==> src/rtl/sinc3_chop_pkg.sv <==
// Shared constants and the state record of the chopped Sinc3 decimator.
package sinc3_chop_pkg;

	// ------------------------------------------------------------
	// Register map
	// ------------------------------------------------------------
	localparam logic [7:0] OFS_MODE = 8'h00;
	localparam logic [7:0] OFS_DWORD = 8'h04;
	localparam logic [7:0] OFS_CTRL1 = 8'h08;
	localparam logic [7:0] OFS_DATA = 8'h0C;
	localparam logic [7:0] OFS_STATUS = 8'h10;

	// ------------------------------------------------------------
	// Fields and reset values
	// ------------------------------------------------------------
	localparam int MODE_SWAP_OFF_BIT = 0;
	localparam int CTRL1_BUF_HI_BIT = 7;
	localparam int CTRL1_BUF_LO_BIT = 6;
	localparam int STATUS_READY_BIT = 0;
	localparam int DATA_LSB = 4;
	localparam logic [7:0] DWORD_RST = 8'h45;
	localparam logic [7:0] DWORD_MIN_CHOP = 8'h0D;
	localparam logic [7:0] DWORD_MIN_PLAIN = 8'h03;
	localparam logic [7:0] CTRL1_RST = 8'h00;
	localparam logic [1:0] RESP_OKAY = 2'h0;
	localparam logic [1:0] RESP_SLVERR = 2'h2;

	// ------------------------------------------------------------
	// Timing
	// ------------------------------------------------------------
	localparam int MOD_FREQ_HZ = 32768;
	localparam int DEC_SHIFT = 3;
	localparam logic [1:0] SKIP_CHOP = 2'h2;
	localparam logic [1:0] SETTLE_PLAIN = 2'h2;

	// ------------------------------------------------------------
	// State record
	// ------------------------------------------------------------
	typedef struct packed {
		logic [2:0] mc_sync;
		logic [2:0] mb_sync;
		logic mc_lvl;
		logic [35:0] i1;
		logic [35:0] i2;
		logic [35:0] i3;
		logic [35:0] z0;
		logic [35:0] z1;
		logic [35:0] z2;
		logic [10:0] dec_cnt;
		logic [1:0] skip;
		logic phase;
		logic [35:0] prev;
		logic prev_ok;
		logic [1:0] settle;
		logic mode_off;
		logic [7:0] dword;
		logic [7:0] ctrl1;
		logic [31:0] data;
		logic ready;
		logic done;
		logic aw_ok;
		logic [7:0] aw_addr;
		logic w_ok;
		logic [31:0] w_data;
		logic [3:0] w_strb;
		logic bvalid;
		logic [1:0] bresp;
		logic rvalid;
		logic [31:0] rdata;
		logic [1:0] rresp;
	} state_type;

	localparam state_type ST_RESET = '{dword: DWORD_RST, ctrl1: CTRL1_RST,
		skip: SKIP_CHOP, settle: SETTLE_PLAIN, default: '0};

endpackage

==> src/rtl/sinc3_chop_decimator.sv <==
// Sinc3 decimator with two-point chop averaging and an AXI4-Lite slave.
//
// Implementation choices: the AXI4-Lite slave port and the register offsets.
`timescale 1ns/1ps
// Function
// - Decimation equals eight times decimation_word.
// - Chop mode: one result per 24*word clocks.
// - Chop word range 13..255, resets to 69.
// - polarity_swap_off low enables chopping, reset low.
// - Reverse polarity; average new and previous outputs.
// - Reversal runs at half output data rate.
// - Chop: settled result after two conversion periods.
// - Unsynchronised step fully shown in third result.
// - Chop: each word increment adds 0.732 ms period.
// - Buffer off when ctrl1 bit7 set, bit6 clear.
// - Plain mode: result per 8*word, word 3..255.
// - Plain mode: withhold results until third conversion.
module sinc3_chop_decimator
	import sinc3_chop_pkg::*;
(
	input wire logic aclk,
	input wire logic aresetn,
	input wire logic mod_clk,
	input wire logic mod_bit,
	output logic polarity_swap,
	output logic buffer_off,
	output logic conv_done,
	input wire logic [7:0] awaddr,
	input wire logic awvalid,
	output logic awready,
	input wire logic [31:0] wdata,
	input wire logic [3:0] wstrb,
	input wire logic wvalid,
	output logic wready,
	output logic [1:0] bresp,
	output logic bvalid,
	input wire logic bready,
	input wire logic [7:0] araddr,
	input wire logic arvalid,
	output logic arready,
	output logic [31:0] rdata,
	output logic [1:0] rresp,
	output logic rvalid,
	input wire logic rready
);

	state_type st;
	state_type nxt_st;
	logic mod_rise;
	logic [10:0] nlim;
	logic dec_hit;
	logic chop;
	logic [35:0] x_in;
	logic [35:0] y1;
	logic [35:0] y2;
	logic [35:0] y3;
	logic [35:0] val;
	logic [36:0] sum;
	logic [35:0] avg;
	logic take;
	logic publish;
	logic wr_go;
	logic cfg_wr;
	logic data_rd;
	logic [7:0] wbyte;
	logic [7:0] wmin;

	// ------------------------------------------------------------
	// Filter datapath
	// ------------------------------------------------------------
	// The modulator clock agrees across two sync stages before it counts.
	assign mod_rise = (st.mc_sync[2] == st.mc_sync[1]) &&
		(st.mc_sync[1] != st.mc_lvl) && st.mc_sync[1];
	// Every step of the word adds eight modulator clocks per decimation.
	assign nlim = {st.dword, 3'b000};
	assign dec_hit = mod_rise && (st.dec_cnt == nlim - 11'h001);
	assign chop = !st.mode_off;
	assign x_in = st.mb_sync[2] ? 36'h000000001 : 36'hFFFFFFFFF;
	assign y1 = st.i3 - st.z0;
	assign y2 = y1 - st.z1;
	assign y3 = y2 - st.z2;
	// Negative phase outputs are negated so the offset term alternates.
	assign val = st.phase ? (36'h000000000 - y3) : y3;
	assign sum = {val[35], val} + {st.prev[35], st.prev};
	assign avg = sum[36:1];
	assign take = dec_hit && chop && (st.skip == 2'h0);
	assign publish = !cfg_wr && ((take && st.prev_ok) ||
		(dec_hit && !chop && (st.settle == 2'h0)));

	// ------------------------------------------------------------
	// Bus decode
	// ------------------------------------------------------------
	assign wr_go = st.aw_ok && st.w_ok && !st.bvalid;
	assign cfg_wr = wr_go && st.w_strb[0] && ((st.aw_addr == OFS_MODE) ||
		(st.aw_addr == OFS_DWORD) || (st.aw_addr == OFS_CTRL1));
	assign data_rd = arvalid && !st.rvalid && (araddr == OFS_DATA);
	assign wbyte = st.w_data[7:0];
	assign awready = !st.aw_ok;
	assign wready = !st.w_ok;
	assign arready = !st.rvalid;
	assign bvalid = st.bvalid;
	assign bresp = st.bresp;
	assign rvalid = st.rvalid;
	assign rdata = st.rdata;
	assign rresp = st.rresp;
	assign polarity_swap = chop && st.phase;
	assign buffer_off = st.ctrl1[CTRL1_BUF_HI_BIT] &&
		!st.ctrl1[CTRL1_BUF_LO_BIT];
	assign conv_done = st.done;

	// ------------------------------------------------------------
	// Next state
	// ------------------------------------------------------------
	always_comb
	begin
		nxt_st = st;
		wmin = DWORD_MIN_PLAIN;
		nxt_st.mc_sync = {st.mc_sync[1:0], mod_clk};
		nxt_st.mb_sync = {st.mb_sync[1:0], mod_bit};
		if ((st.mc_sync[2] == st.mc_sync[1]) &&
			(st.mc_sync[1] != st.mc_lvl))
		begin
			nxt_st.mc_lvl = st.mc_sync[1];
		end
		nxt_st.done = publish;
		if (mod_rise)
		begin
			nxt_st.i1 = st.i1 + x_in;
			nxt_st.i2 = st.i2 + st.i1;
			nxt_st.i3 = st.i3 + st.i2;
			nxt_st.dec_cnt = st.dec_cnt + 11'h001;
		end
		if (dec_hit)
		begin
			nxt_st.dec_cnt = 11'h000;
			nxt_st.z0 = st.i3;
			nxt_st.z1 = y1;
			nxt_st.z2 = y2;
			if (chop)
			begin
				if (st.skip != 2'h0)
				begin
					// Outputs straddling a reversal are not yet settled.
					nxt_st.skip = st.skip - 2'h1;
				end
				else
				begin
					nxt_st.prev = val;
					nxt_st.prev_ok = 1'b1;
					nxt_st.phase = !st.phase;
					nxt_st.skip = SKIP_CHOP;
					if (st.prev_ok)
					begin
						nxt_st.data = avg[DATA_LSB +: 32];
					end
				end
			end
			else if (st.settle != 2'h0)
			begin
				nxt_st.settle = st.settle - 2'h1;
			end
			else
			begin
				nxt_st.data = y3[DATA_LSB +: 32];
			end
		end
		// Data read clears ready; a result in the same cycle wins.
		if (data_rd)
		begin
			nxt_st.ready = 1'b0;
		end
		if (publish)
		begin
			nxt_st.ready = 1'b1;
		end
		if (awvalid && !st.aw_ok)
		begin
			nxt_st.aw_ok = 1'b1;
			nxt_st.aw_addr = awaddr;
		end
		if (wvalid && !st.w_ok)
		begin
			nxt_st.w_ok = 1'b1;
			nxt_st.w_data = wdata;
			nxt_st.w_strb = wstrb;
		end
		if (wr_go)
		begin
			nxt_st.bvalid = 1'b1;
			nxt_st.bresp = RESP_OKAY;
			if (st.aw_addr == OFS_MODE)
			begin
				if (st.w_strb[0])
				begin
					nxt_st.mode_off = wbyte[MODE_SWAP_OFF_BIT];
				end
			end
			else if (st.aw_addr == OFS_DWORD)
			begin
				if (st.w_strb[0])
				begin
					nxt_st.dword = wbyte;
				end
			end
			else if (st.aw_addr == OFS_CTRL1)
			begin
				if (st.w_strb[0])
				begin
					nxt_st.ctrl1 = wbyte;
				end
			end
			else if ((st.aw_addr != OFS_DATA) &&
				(st.aw_addr != OFS_STATUS))
			begin
				nxt_st.bresp = RESP_SLVERR;
			end
		end
		if (st.bvalid && bready)
		begin
			nxt_st.bvalid = 1'b0;
			nxt_st.aw_ok = 1'b0;
			nxt_st.w_ok = 1'b0;
		end
		// Out-of-range words are raised to the floor of the active mode.
		if (!nxt_st.mode_off)
		begin
			wmin = DWORD_MIN_CHOP;
		end
		if (nxt_st.dword < wmin)
		begin
			nxt_st.dword = wmin;
		end
		// A programming change restarts decimation and the average.
		if (cfg_wr)
		begin
			nxt_st.dec_cnt = 11'h000;
			nxt_st.prev_ok = 1'b0;
			nxt_st.skip = SKIP_CHOP;
			nxt_st.settle = SETTLE_PLAIN;
		end
		if (arvalid && !st.rvalid)
		begin
			nxt_st.rvalid = 1'b1;
			nxt_st.rresp = RESP_OKAY;
			nxt_st.rdata = 32'h00000000;
			if (araddr == OFS_MODE)
			begin
				nxt_st.rdata[MODE_SWAP_OFF_BIT] = st.mode_off;
			end
			else if (araddr == OFS_DWORD)
			begin
				nxt_st.rdata[7:0] = st.dword;
			end
			else if (araddr == OFS_CTRL1)
			begin
				nxt_st.rdata[7:0] = st.ctrl1;
			end
			else if (araddr == OFS_DATA)
			begin
				nxt_st.rdata = st.data;
			end
			else if (araddr == OFS_STATUS)
			begin
				nxt_st.rdata[STATUS_READY_BIT] = st.ready;
			end
			else
			begin
				nxt_st.rresp = RESP_SLVERR;
			end
		end
		else if (st.rvalid && rready)
		begin
			nxt_st.rvalid = 1'b0;
		end
	end

	always_ff @(posedge aclk)
	begin
		if (!aresetn)
		begin
			st <= ST_RESET;
		end
		else
		begin
			st <= nxt_st;
		end
	end
endmodule

==> config.mk <==
export PLATFORM = sky130hd
export DESIGN_NAME = sinc3_chop_decimator
export DESIGN_NICKNAME = d
export VERILOG_FILES = /design/src/rtl/sinc3_chop_pkg.sv /design/src/rtl/sinc3_chop_decimator.sv
export SDC_FILE = /design/constraint.sdc
export NUM_CORES = 1
export LEC_CHECK = 0
export BUFFER_PORTS_ARGS = -buffer_cell sky130_fd_sc_hd__buf_4
export CORE_UTILIZATION = 25
export DETAILED_ROUTE_END_ITERATION = 12
export MAX_ROUTING_LAYER = met4
export PLACE_DENSITY_LB_ADDON = 0.25
export SLEW_MARGIN = 20
export SYNTH_ARGS = -nofsm -noshare
export SYNTH_HDL_FRONTEND = slang
export SYNTH_SLANG_ARGS = --single-unit
==> constraint.sdc <==
create_clock -name aclk -period 10.4 [get_ports aclk]
set_input_delay 1.56 -clock aclk [delete_from_list [all_inputs] [get_ports aclk]]
set_output_delay 1.56 -clock aclk [all_outputs]
set_load 0.02 [all_outputs]
# Word-level counts from Yosys, hierarchy flattened
# Cells that the tools add are included.
# totals
regBits	384
word_cells	152
input_bits	61
output_inout_bits	44
# op_classes
n_reduce_logical	50
bitwise	5
eq_ne	13
mux	40
n_lt_le_gt_ge	1
addsub	12
# op_table
cell	n
32-bit two-way mux	4
36-bit adder	3
36-bit subtractor	3
36-bit two-way mux	2
8-bit two-way mux	8
31-bit two-way mux	2
24-bit two-way mux	2
36-bit by 36-bit adder with 37-bit output	1
1-bit by 36-bit subtractor with 36-bit output, first input constant	1
8-bit by 4-bit == test with 1-bit output, second input constant	3
1-bit logical AND	22
2-bit two-way mux	10
17-bit two-way mux	1
8-bit by 3-bit == test with 1-bit output, second input constant	2
8-bit logical NOT	2
16-bit two-way mux	1
11-bit by 1-bit adder with 11-bit output, second input constant	1
11-bit == test	1
11-bit by 1-bit subtractor with 11-bit output, second input constant	1
2-bit nonzero test	5
1-bit two-way mux	9
8-bit by 5-bit == test with 1-bit output, second input constant	1
1-bit logical NOT	8
8-bit < comparator	1
16 further kinds	27

# Longest topological paths before layout
# Gate-level depths: netlist (run 1).
# logic_depth
depth_word	10
depth_mapped	46
depth_no_buf	44

# Worst setup path after synthesis (run 1)
# OpenSTA, ideal clock, no wires.
# synth_timing
path_type	register to register
startpoint	register st[296] in the netlist's numbering
endpoint	register st[117] in the netlist's numbering
setup_slack_ns	2.253
arrival_time_ns	8.078
path_stages_with_launch	40
period_less_slack_ns	8.147
cell_sequence	dfxtp_1 inv_1 ha_1 fa_1 nor2b_1 o21a_1 o21ai_0 a21oi_1 o21ai_0 nand2b_1 a21oi_1 xnor2_1 ha_1 a21o_1 a21oi_1 nor2b_1 a311o_1 xor2_1 [... 4 more ...] a311oi_1 or4b_4 or4_4 o21ai_1 xnor2_1 ha_1 nand2_1 nor3_1 a21o_1 a221oi_1 a21oi_1 o211ai_1 a21oi_1 o2111ai_1 nand3_1 a2111oi_0 o311ai_0 o21ai_1
# synth_between
elab_chain_len	9
# synth_rtl
item	line_no	text
from (decl)	sinc3_chop_decimator.sv:47	state_type st;
from (signal assigned)	sinc3_chop_decimator.sv:285	st <= nxt_st;
36-bit subtractor *	sinc3_chop_decimator.sv:79	assign y1 = st.i3 - st.z0;
via y1[8]	sinc3_chop_decimator.sv:54	logic [35:0] y1;
36-bit subtractor *	sinc3_chop_decimator.sv:80	assign y2 = y1 - st.z1;
via y2[11]	sinc3_chop_decimator.sv:55	logic [35:0] y2;
36-bit subtractor *	sinc3_chop_decimator.sv:81	assign y3 = y2 - st.z2;
1-bit by 36-bit subtractor with 36-bit output	sinc3_chop_decimator.sv:83	assign val = st.phase ? (36'h000000000 - y3) : y3;
36-bit two-way mux *	sinc3_chop_decimator.sv:83	
via val[18]	sinc3_chop_decimator.sv:57	logic [35:0] val;
36-bit by 36-bit adder with 37-bit output *	sinc3_chop_decimator.sv:84	assign sum = {val[35], val} + {st.prev[35], st.prev};
32-bit two-way mux *	sinc3_chop_decimator.sv:152	if (st.prev_ok)
32-bit two-way mux *	sinc3_chop_decimator.sv:141	if (st.skip != 2'h0)
32-bit two-way mux *	sinc3_chop_decimator.sv:139	if (chop)
# The timed path passes the listed nets; every way through them passes the cells marked *. The select of a mux whose other input is x is not followed.
# A chain may end at the register's enable or synchronous reset.

# Final worst setup path (run 1)
# Ends and elaborated chain as after synthesis.

==> results.cfg, run 1 <==
[status]
outcome = finished clean

[run]
maxCapViolations = 0

[synthesis]
syn_area_mm2 = 0.0274
synth-async-reset-ratio_pct = 0
avgSynthCellArea_um2 = 7.58
ys_types = 98
synthTopCellsByArea = dfxtp_1 (28%), ha_1 (12%), nand2_1 (8.8%)
ys_seq_elements = 382
ys.flop_type = dfxtp_1
synth_top_area_share_pct = 27.9
synth_edf_count = 0
yosysWarnings = 0
synth_area_leader_cell = dfxtp_1
ys_seq_area_share_pct = 27.9
synthCells = 3619

[setup_path]
reg2reg_depth = 39
arrival_ns = 9.95
r2r_slack_ns = 0.98
crit_top_cell = ha_1
critical_path_class = reg2reg
startpoint = st[296]
slowest_stage = or4_4
crit_path_start_kind = flop
rr_startpoint = st[296]
worstPathRequired_ns = 10.93
critPathCaptureType = flop
slowest_delay_ns = 0.52
worst-path-max-fanout = 11
worstReg2RegEnd = st[117]
worstSetupEndpoint = st[117]

[floorplan]
core_mm2 = 0.109
io_pins = 105
die_x_um = 333
core.rowCount = 121
dieArea_mm2 = 0.111
die_h_um = 333
start_util_pct = 25.2

[sta]
fin_crit_ns = 9.42
fin_tns_setup_ns = 0
layout_worst_path_cycle_share_pct = 90.6
tightestPinTransition_ns = 0.919
drv_slew = 0
setup_violations = 0
slew-limit-headroom_pct = 38.6
fmax_ghz = 0.106
rsz0062_at_grt = false
whs_ns = 0.435
finalHoldViolCount = 0
fin_skew_ns = 0.0226

[clocking]
clock_latency_ns = 0.60
clk_pin_slew_ns = 0.06
numCtsBuffers = 50
cts-root-buf = clkbuf_16
postCtsSetupBuffers = 0
cts_buffer_depth = 3
h-tree-depth = 2
ctsResizeCount = 0
hold_buffers = 0
cts_tree = yes
clock-sinks = 382

[power_and_ir_drop]
irDropWorstVdd_mv = 0.116
power_density_mw_per_mm2 = 133
total_leakage_power_nw = 12.8

[route]
wl_um = 68500
drt_iter0_markers = 1257
route.detailed.drc = 0
vias = 23700
wire_per_inst_um = 13.6
ant_nets = 0
via_per_inst = 4.70
drtPass1Iterations = 5

[global_route]
grt_max_degree = 159
grt_use_total_pct = 12.4
grt_pass1_vias = 22500
grt_pass1_wl_um = 114000
grt_overflow_total = 0
antenna_found_initial = 1

[hold_path]
hold_class = reg2reg

[final_layout]
instances_no_fill = 5033
drive_above_1_share_pct = 6.88
finish.net_count = 3900
fill_cells = 11700
diodes = 0
layout-area-overhead-vs-synth_pct = 12.5

[place]
gp_congestion = 0.831
port_buffers = 75
dp_hpwl_um = 49700
dp.cells = 4940
[where the power goes]
part	internal [mW]	total [mW]	switching (mW)
combinational	0.316	0.813	0.498
sequential	1.47	1.48	0.00703
clock	1.10	1.81	0.707
total	2.89	4.10	1.21
[how the worst min path moves through the flow]
stage / from / endpoint / slack (ns) / depth (start not counted)
6_report: nxt_st[407] / st[407] / 0.44 / 1
5_1_grt: nxt_st[407] / st[407] / 0.46 / 1
4_1_cts: nxt_st[409] / nxt_st[410] / 0.44 / 1
3_5_place_dp: nxt_st[407] / st[407] / 0.42 / 1
3_3_place_gp: nxt_st[407] / st[407] / 0.42 / 1
2_1_floorplan: nxt_st[406] / nxt_st[407] / 0.41 / 1
[routing by layer]
layer / wire length, um / global-route usage [%] / vias to the layer above / part of all wire (%)
li1: - / - / 12600 / -
met1: 34700 / 16.1 / 10700 / 51
met2: 30700 / 20.3 / 249 / 45
met3: 1780 / 1.45 / 69 / 2.6
met4: 1390 / 2.96 / 0 / 2.0
met5: 0 / - / - / 0
[cells in the final DEF (no fill, tap or decap), types with 9 or more instances in the layout]
cell type,n
nor2b_1,24
a211oi_1,39
inv_1,193
and3_1,30
xnor2_1,180
mux2i_1,28
nand3b_1,13
o21a_1,25
a21oi_1,455
a22oi_1,24
ha_1,254
nand2_1,645
xor2_1,84
clkbuf_8,10
clkbuf_16,50
and2_1,24
o21ai_0,161
nand4_1,18
or2_2,10
a21o_1,113
nor3_1,44
o21bai_1,41
o31ai_1,14
o21ai_1,10
a31oi_1,29
or3_1,18
o211ai_1,23
o31a_1,9
nand3_1,82
a221oi_1,9
nand2b_1,28
buf_4,92
dfxtp_1,381
clkinv_2,14
nor2_1,230
[through the flow]
step                cell area [um2]  total power [mW]  util [%]  setup slack [ns]
finish                        30800              4.10      28.3             0.981
detailed placement            29100              2.32      26.7             0.991
global placement              29100              2.32      26.7             0.989
CTS                           30800              4.17      28.3             0.963
global route                  30800              4.31      28.3            0.0123
floorplan                     27400              2.14         -              2.25
[critical path: cells and delay by family (launching register included)]
kind            cells  cell delay, ns
compound gates     19            4.19
xor+xnor            3            0.58
fa+ha+maj           5            1.60
buf+inv             1            0.06
flops               1            0.37
simple gates       11            2.52
[flip-flops by register name, summed over array words and instances (netlist names)]
register	cells
bresp	1
rresp	1
bvalid	1
nlim	8
conv_done	1
rvalid	1
rdata	32
st	333
nxt_st	4
[final cells by class]
class                   count  area (um2)  share of cell area (%)
clock inverters            27         317                    1.03
flip-flops and latches    382        7650                    24.8
well taps                1414        1770                    5.74
clock buffers              65        1410                    4.56
inverters                 194         736                    2.39
multi-input cells        2857       18200                    59.1
repair buffers             94         738                    2.39
[cells in the mapped netlist, types with 39 or more instances]
master    number
nand2_1      645
a211oi_1      39
clkbuf_1     135
a21oi_1      455
ha_1         254
nor2_1       233
dfxtp_1      382
nor3_1        45
xnor2_1      180
o21bai_1      41
o21ai_0      161
inv_1        194
nand3_1       83
a21o_1       113
xor2_1        84
[kinds of logic after synthesis]
group,synth area share (%)
xor+xnor,8.52
simple gates,19.7
fa+ha+maj,12.0
other cells,0.0137
buf+inv,5.76
flops,27.9
mux,1.19
compound gates,24.9
Note: power is estimated with default switching activity, not from simulation.
==> inputs of run 2 (changes only) <==
--- a/config.mk
+++ b/config.mk
@@ -7,6 +7,7 @@
 export LEC_CHECK = 0
 export BUFFER_PORTS_ARGS = -buffer_cell sky130_fd_sc_hd__buf_4
 export CORE_UTILIZATION = 25
+export CTS_BUF_LIST = sky130_fd_sc_hd__clkbuf_8
 export DETAILED_ROUTE_END_ITERATION = 12
 export MAX_ROUTING_LAYER = met4
 export PLACE_DENSITY_LB_ADDON = 0.25
==> results.cfg, run 2 (same netlist as run 1, synthesis figures left out) <==
[route]
drt_iter0_markers = 1261
ant_nets = 0
wl_um = 69000
route.detailed.drc = 0
drtPass1Iterations = 5
vias = 23900
via_per_inst = 4.71
wire_per_inst_um = 13.6

[setup_path]
critical_path_class = reg2reg
cp_num_buf_inv = 1
rr_startpoint = st[296]
slowest_delay_ns = 0.52
worst-path-max-fanout = 11
critPathCaptureType = flop
worstReg2RegEnd = st[117]
crit_family = compound AO/OA/AOI/OAI gates
crit_path_start_kind = flop
reg2reg_depth = 39
worstPathRequired_ns = 10.99
arrival_ns = 10.02
r2r_slack_ns = 0.97
crit_top_cell = ha_1
slowest_stage = or4_4

[global_route]
grt_use_total_pct = 12.5
grt_overflow_total = 0
grt_pass1_wl_um = 115000
grt_pass1_vias = 22700
antenna_found_initial = 1
grt_max_degree = 159

[sta]
tightestPinTransition_ns = 0.908
finalHoldViolCount = 0
fin_tns_setup_ns = 0
fmax_ghz = 0.106
drv_slew = 0
fin_skew_ns = 0.0338
whs_ns = 0.433
setup_violations = 0
slew-limit-headroom_pct = 39.3
fin_crit_ns = 9.43
rsz0062_at_grt = false
layout_worst_path_cycle_share_pct = 90.7

[hold_path]
hold_class = reg2reg
min_to = st[407]
worstHoldPathCells = 1
min_from = nxt_st[407]

[clocking]
clock_latency_ns = 0.67
ctsResizeCount = 0
hold_buffers = 0
cts_buffer_depth = 3
clk_pin_slew_ns = 0.06
clock-sinks = 382
cts-root-buf = clkbuf_8
h-tree-depth = 3
numCtsBuffers = 75
postCtsSetupBuffers = 0
cts_tree = yes

[final_layout]
diodes = 0
fill_cells = 11800
drive_above_1_share_pct = 7.35
top_register = st
most-common-layout-cells = nand2_1 (645), a21oi_1 (455), dfxtp_1 (381)
finish.net_count = 3925
final_area_mm2 = 0.0306
instances_no_fill = 5072
final_common_cell = nand2_1
layout-area-overhead-vs-synth_pct = 11.6
largest_reg_flops = 333

[floorplan]
core.rowCount = 121
io_pins = 105
die_x_um = 333
dieArea_mm2 = 0.111
core_mm2 = 0.109
die_h_um = 333
start_util_pct = 25.2

[place]
post_dp_cell_area_mm2 = 0.0291
dp.cells = 4940
dp_hpwl_um = 49700
gp_congestion = 0.831
port_buffers = 75

[power_and_ir_drop]
total_leakage_power_nw = 12.8
power_density_mw_per_mm2 = 125
irDropWorstVdd_mv = 0.0638
finalPower_mw = 3.82

[run]
maxCapViolations = 0

[status]
outcome = finished clean
-- run 2: worst max path at each step --
| stage | start | end | slack [ns] | cells after the start |
|---|---|---|---|---|
| global route | st[296] | st[117] | 0.0006 | 43 |
| CTS | st[296] | st[117] | 0.95 | 39 |
| finish | st[296] | st[117] | 0.97 | 39 |
| global placement | st[296] | st[117] | 0.99 | 39 |
| floorplan | st[296] | st[117] | 2.25 | 39 |
| detailed placement | st[296] | st[117] | 0.99 | 39 |
-- run 2: per-stage QoR --
stage          setup slack [ns]  util (%)
6_report                  0.971      28.1
5_1_grt                0.000595      28.1
4_1_cts                   0.949      28.1
3_5_place_dp              0.991      26.7
3_3_place_gp              0.989      26.7
2_1_floorplan              2.25         -
-- run 2: metal layers --
metal	wire length (um)	GRT usage [%]	up-vias	part of all wire (%)
li1	-	-	12700	-
met5	0	-	-	0
met3	1960	2.01	115	2.8
met2	30500	20.1	280	44
met1	34800	16.2	10800	50
met4	1760	3.55	0	2.5
-- run 2: power by group --
part | leakage, nW | internal, mW | switching (mW)
clock network | 0.853 | 0.826 | 0.705
registers | 3.08 | 1.47 | 0.00707
logic | 8.83 | 0.316 | 0.497
total | 12.8 | 2.61 | 1.21
-- run 2: area by class of cell --
cell class,instances,area (um2),share of cell area (%)
clock buffer,89,1220,4.00
inverter,194,736,2.41
tap,1414,1770,5.78
multi-input combinational,2857,18200,59.6
clock inverter,42,246,0.806
sequential,382,7650,25.0
timing repair buffer,94,738,2.41
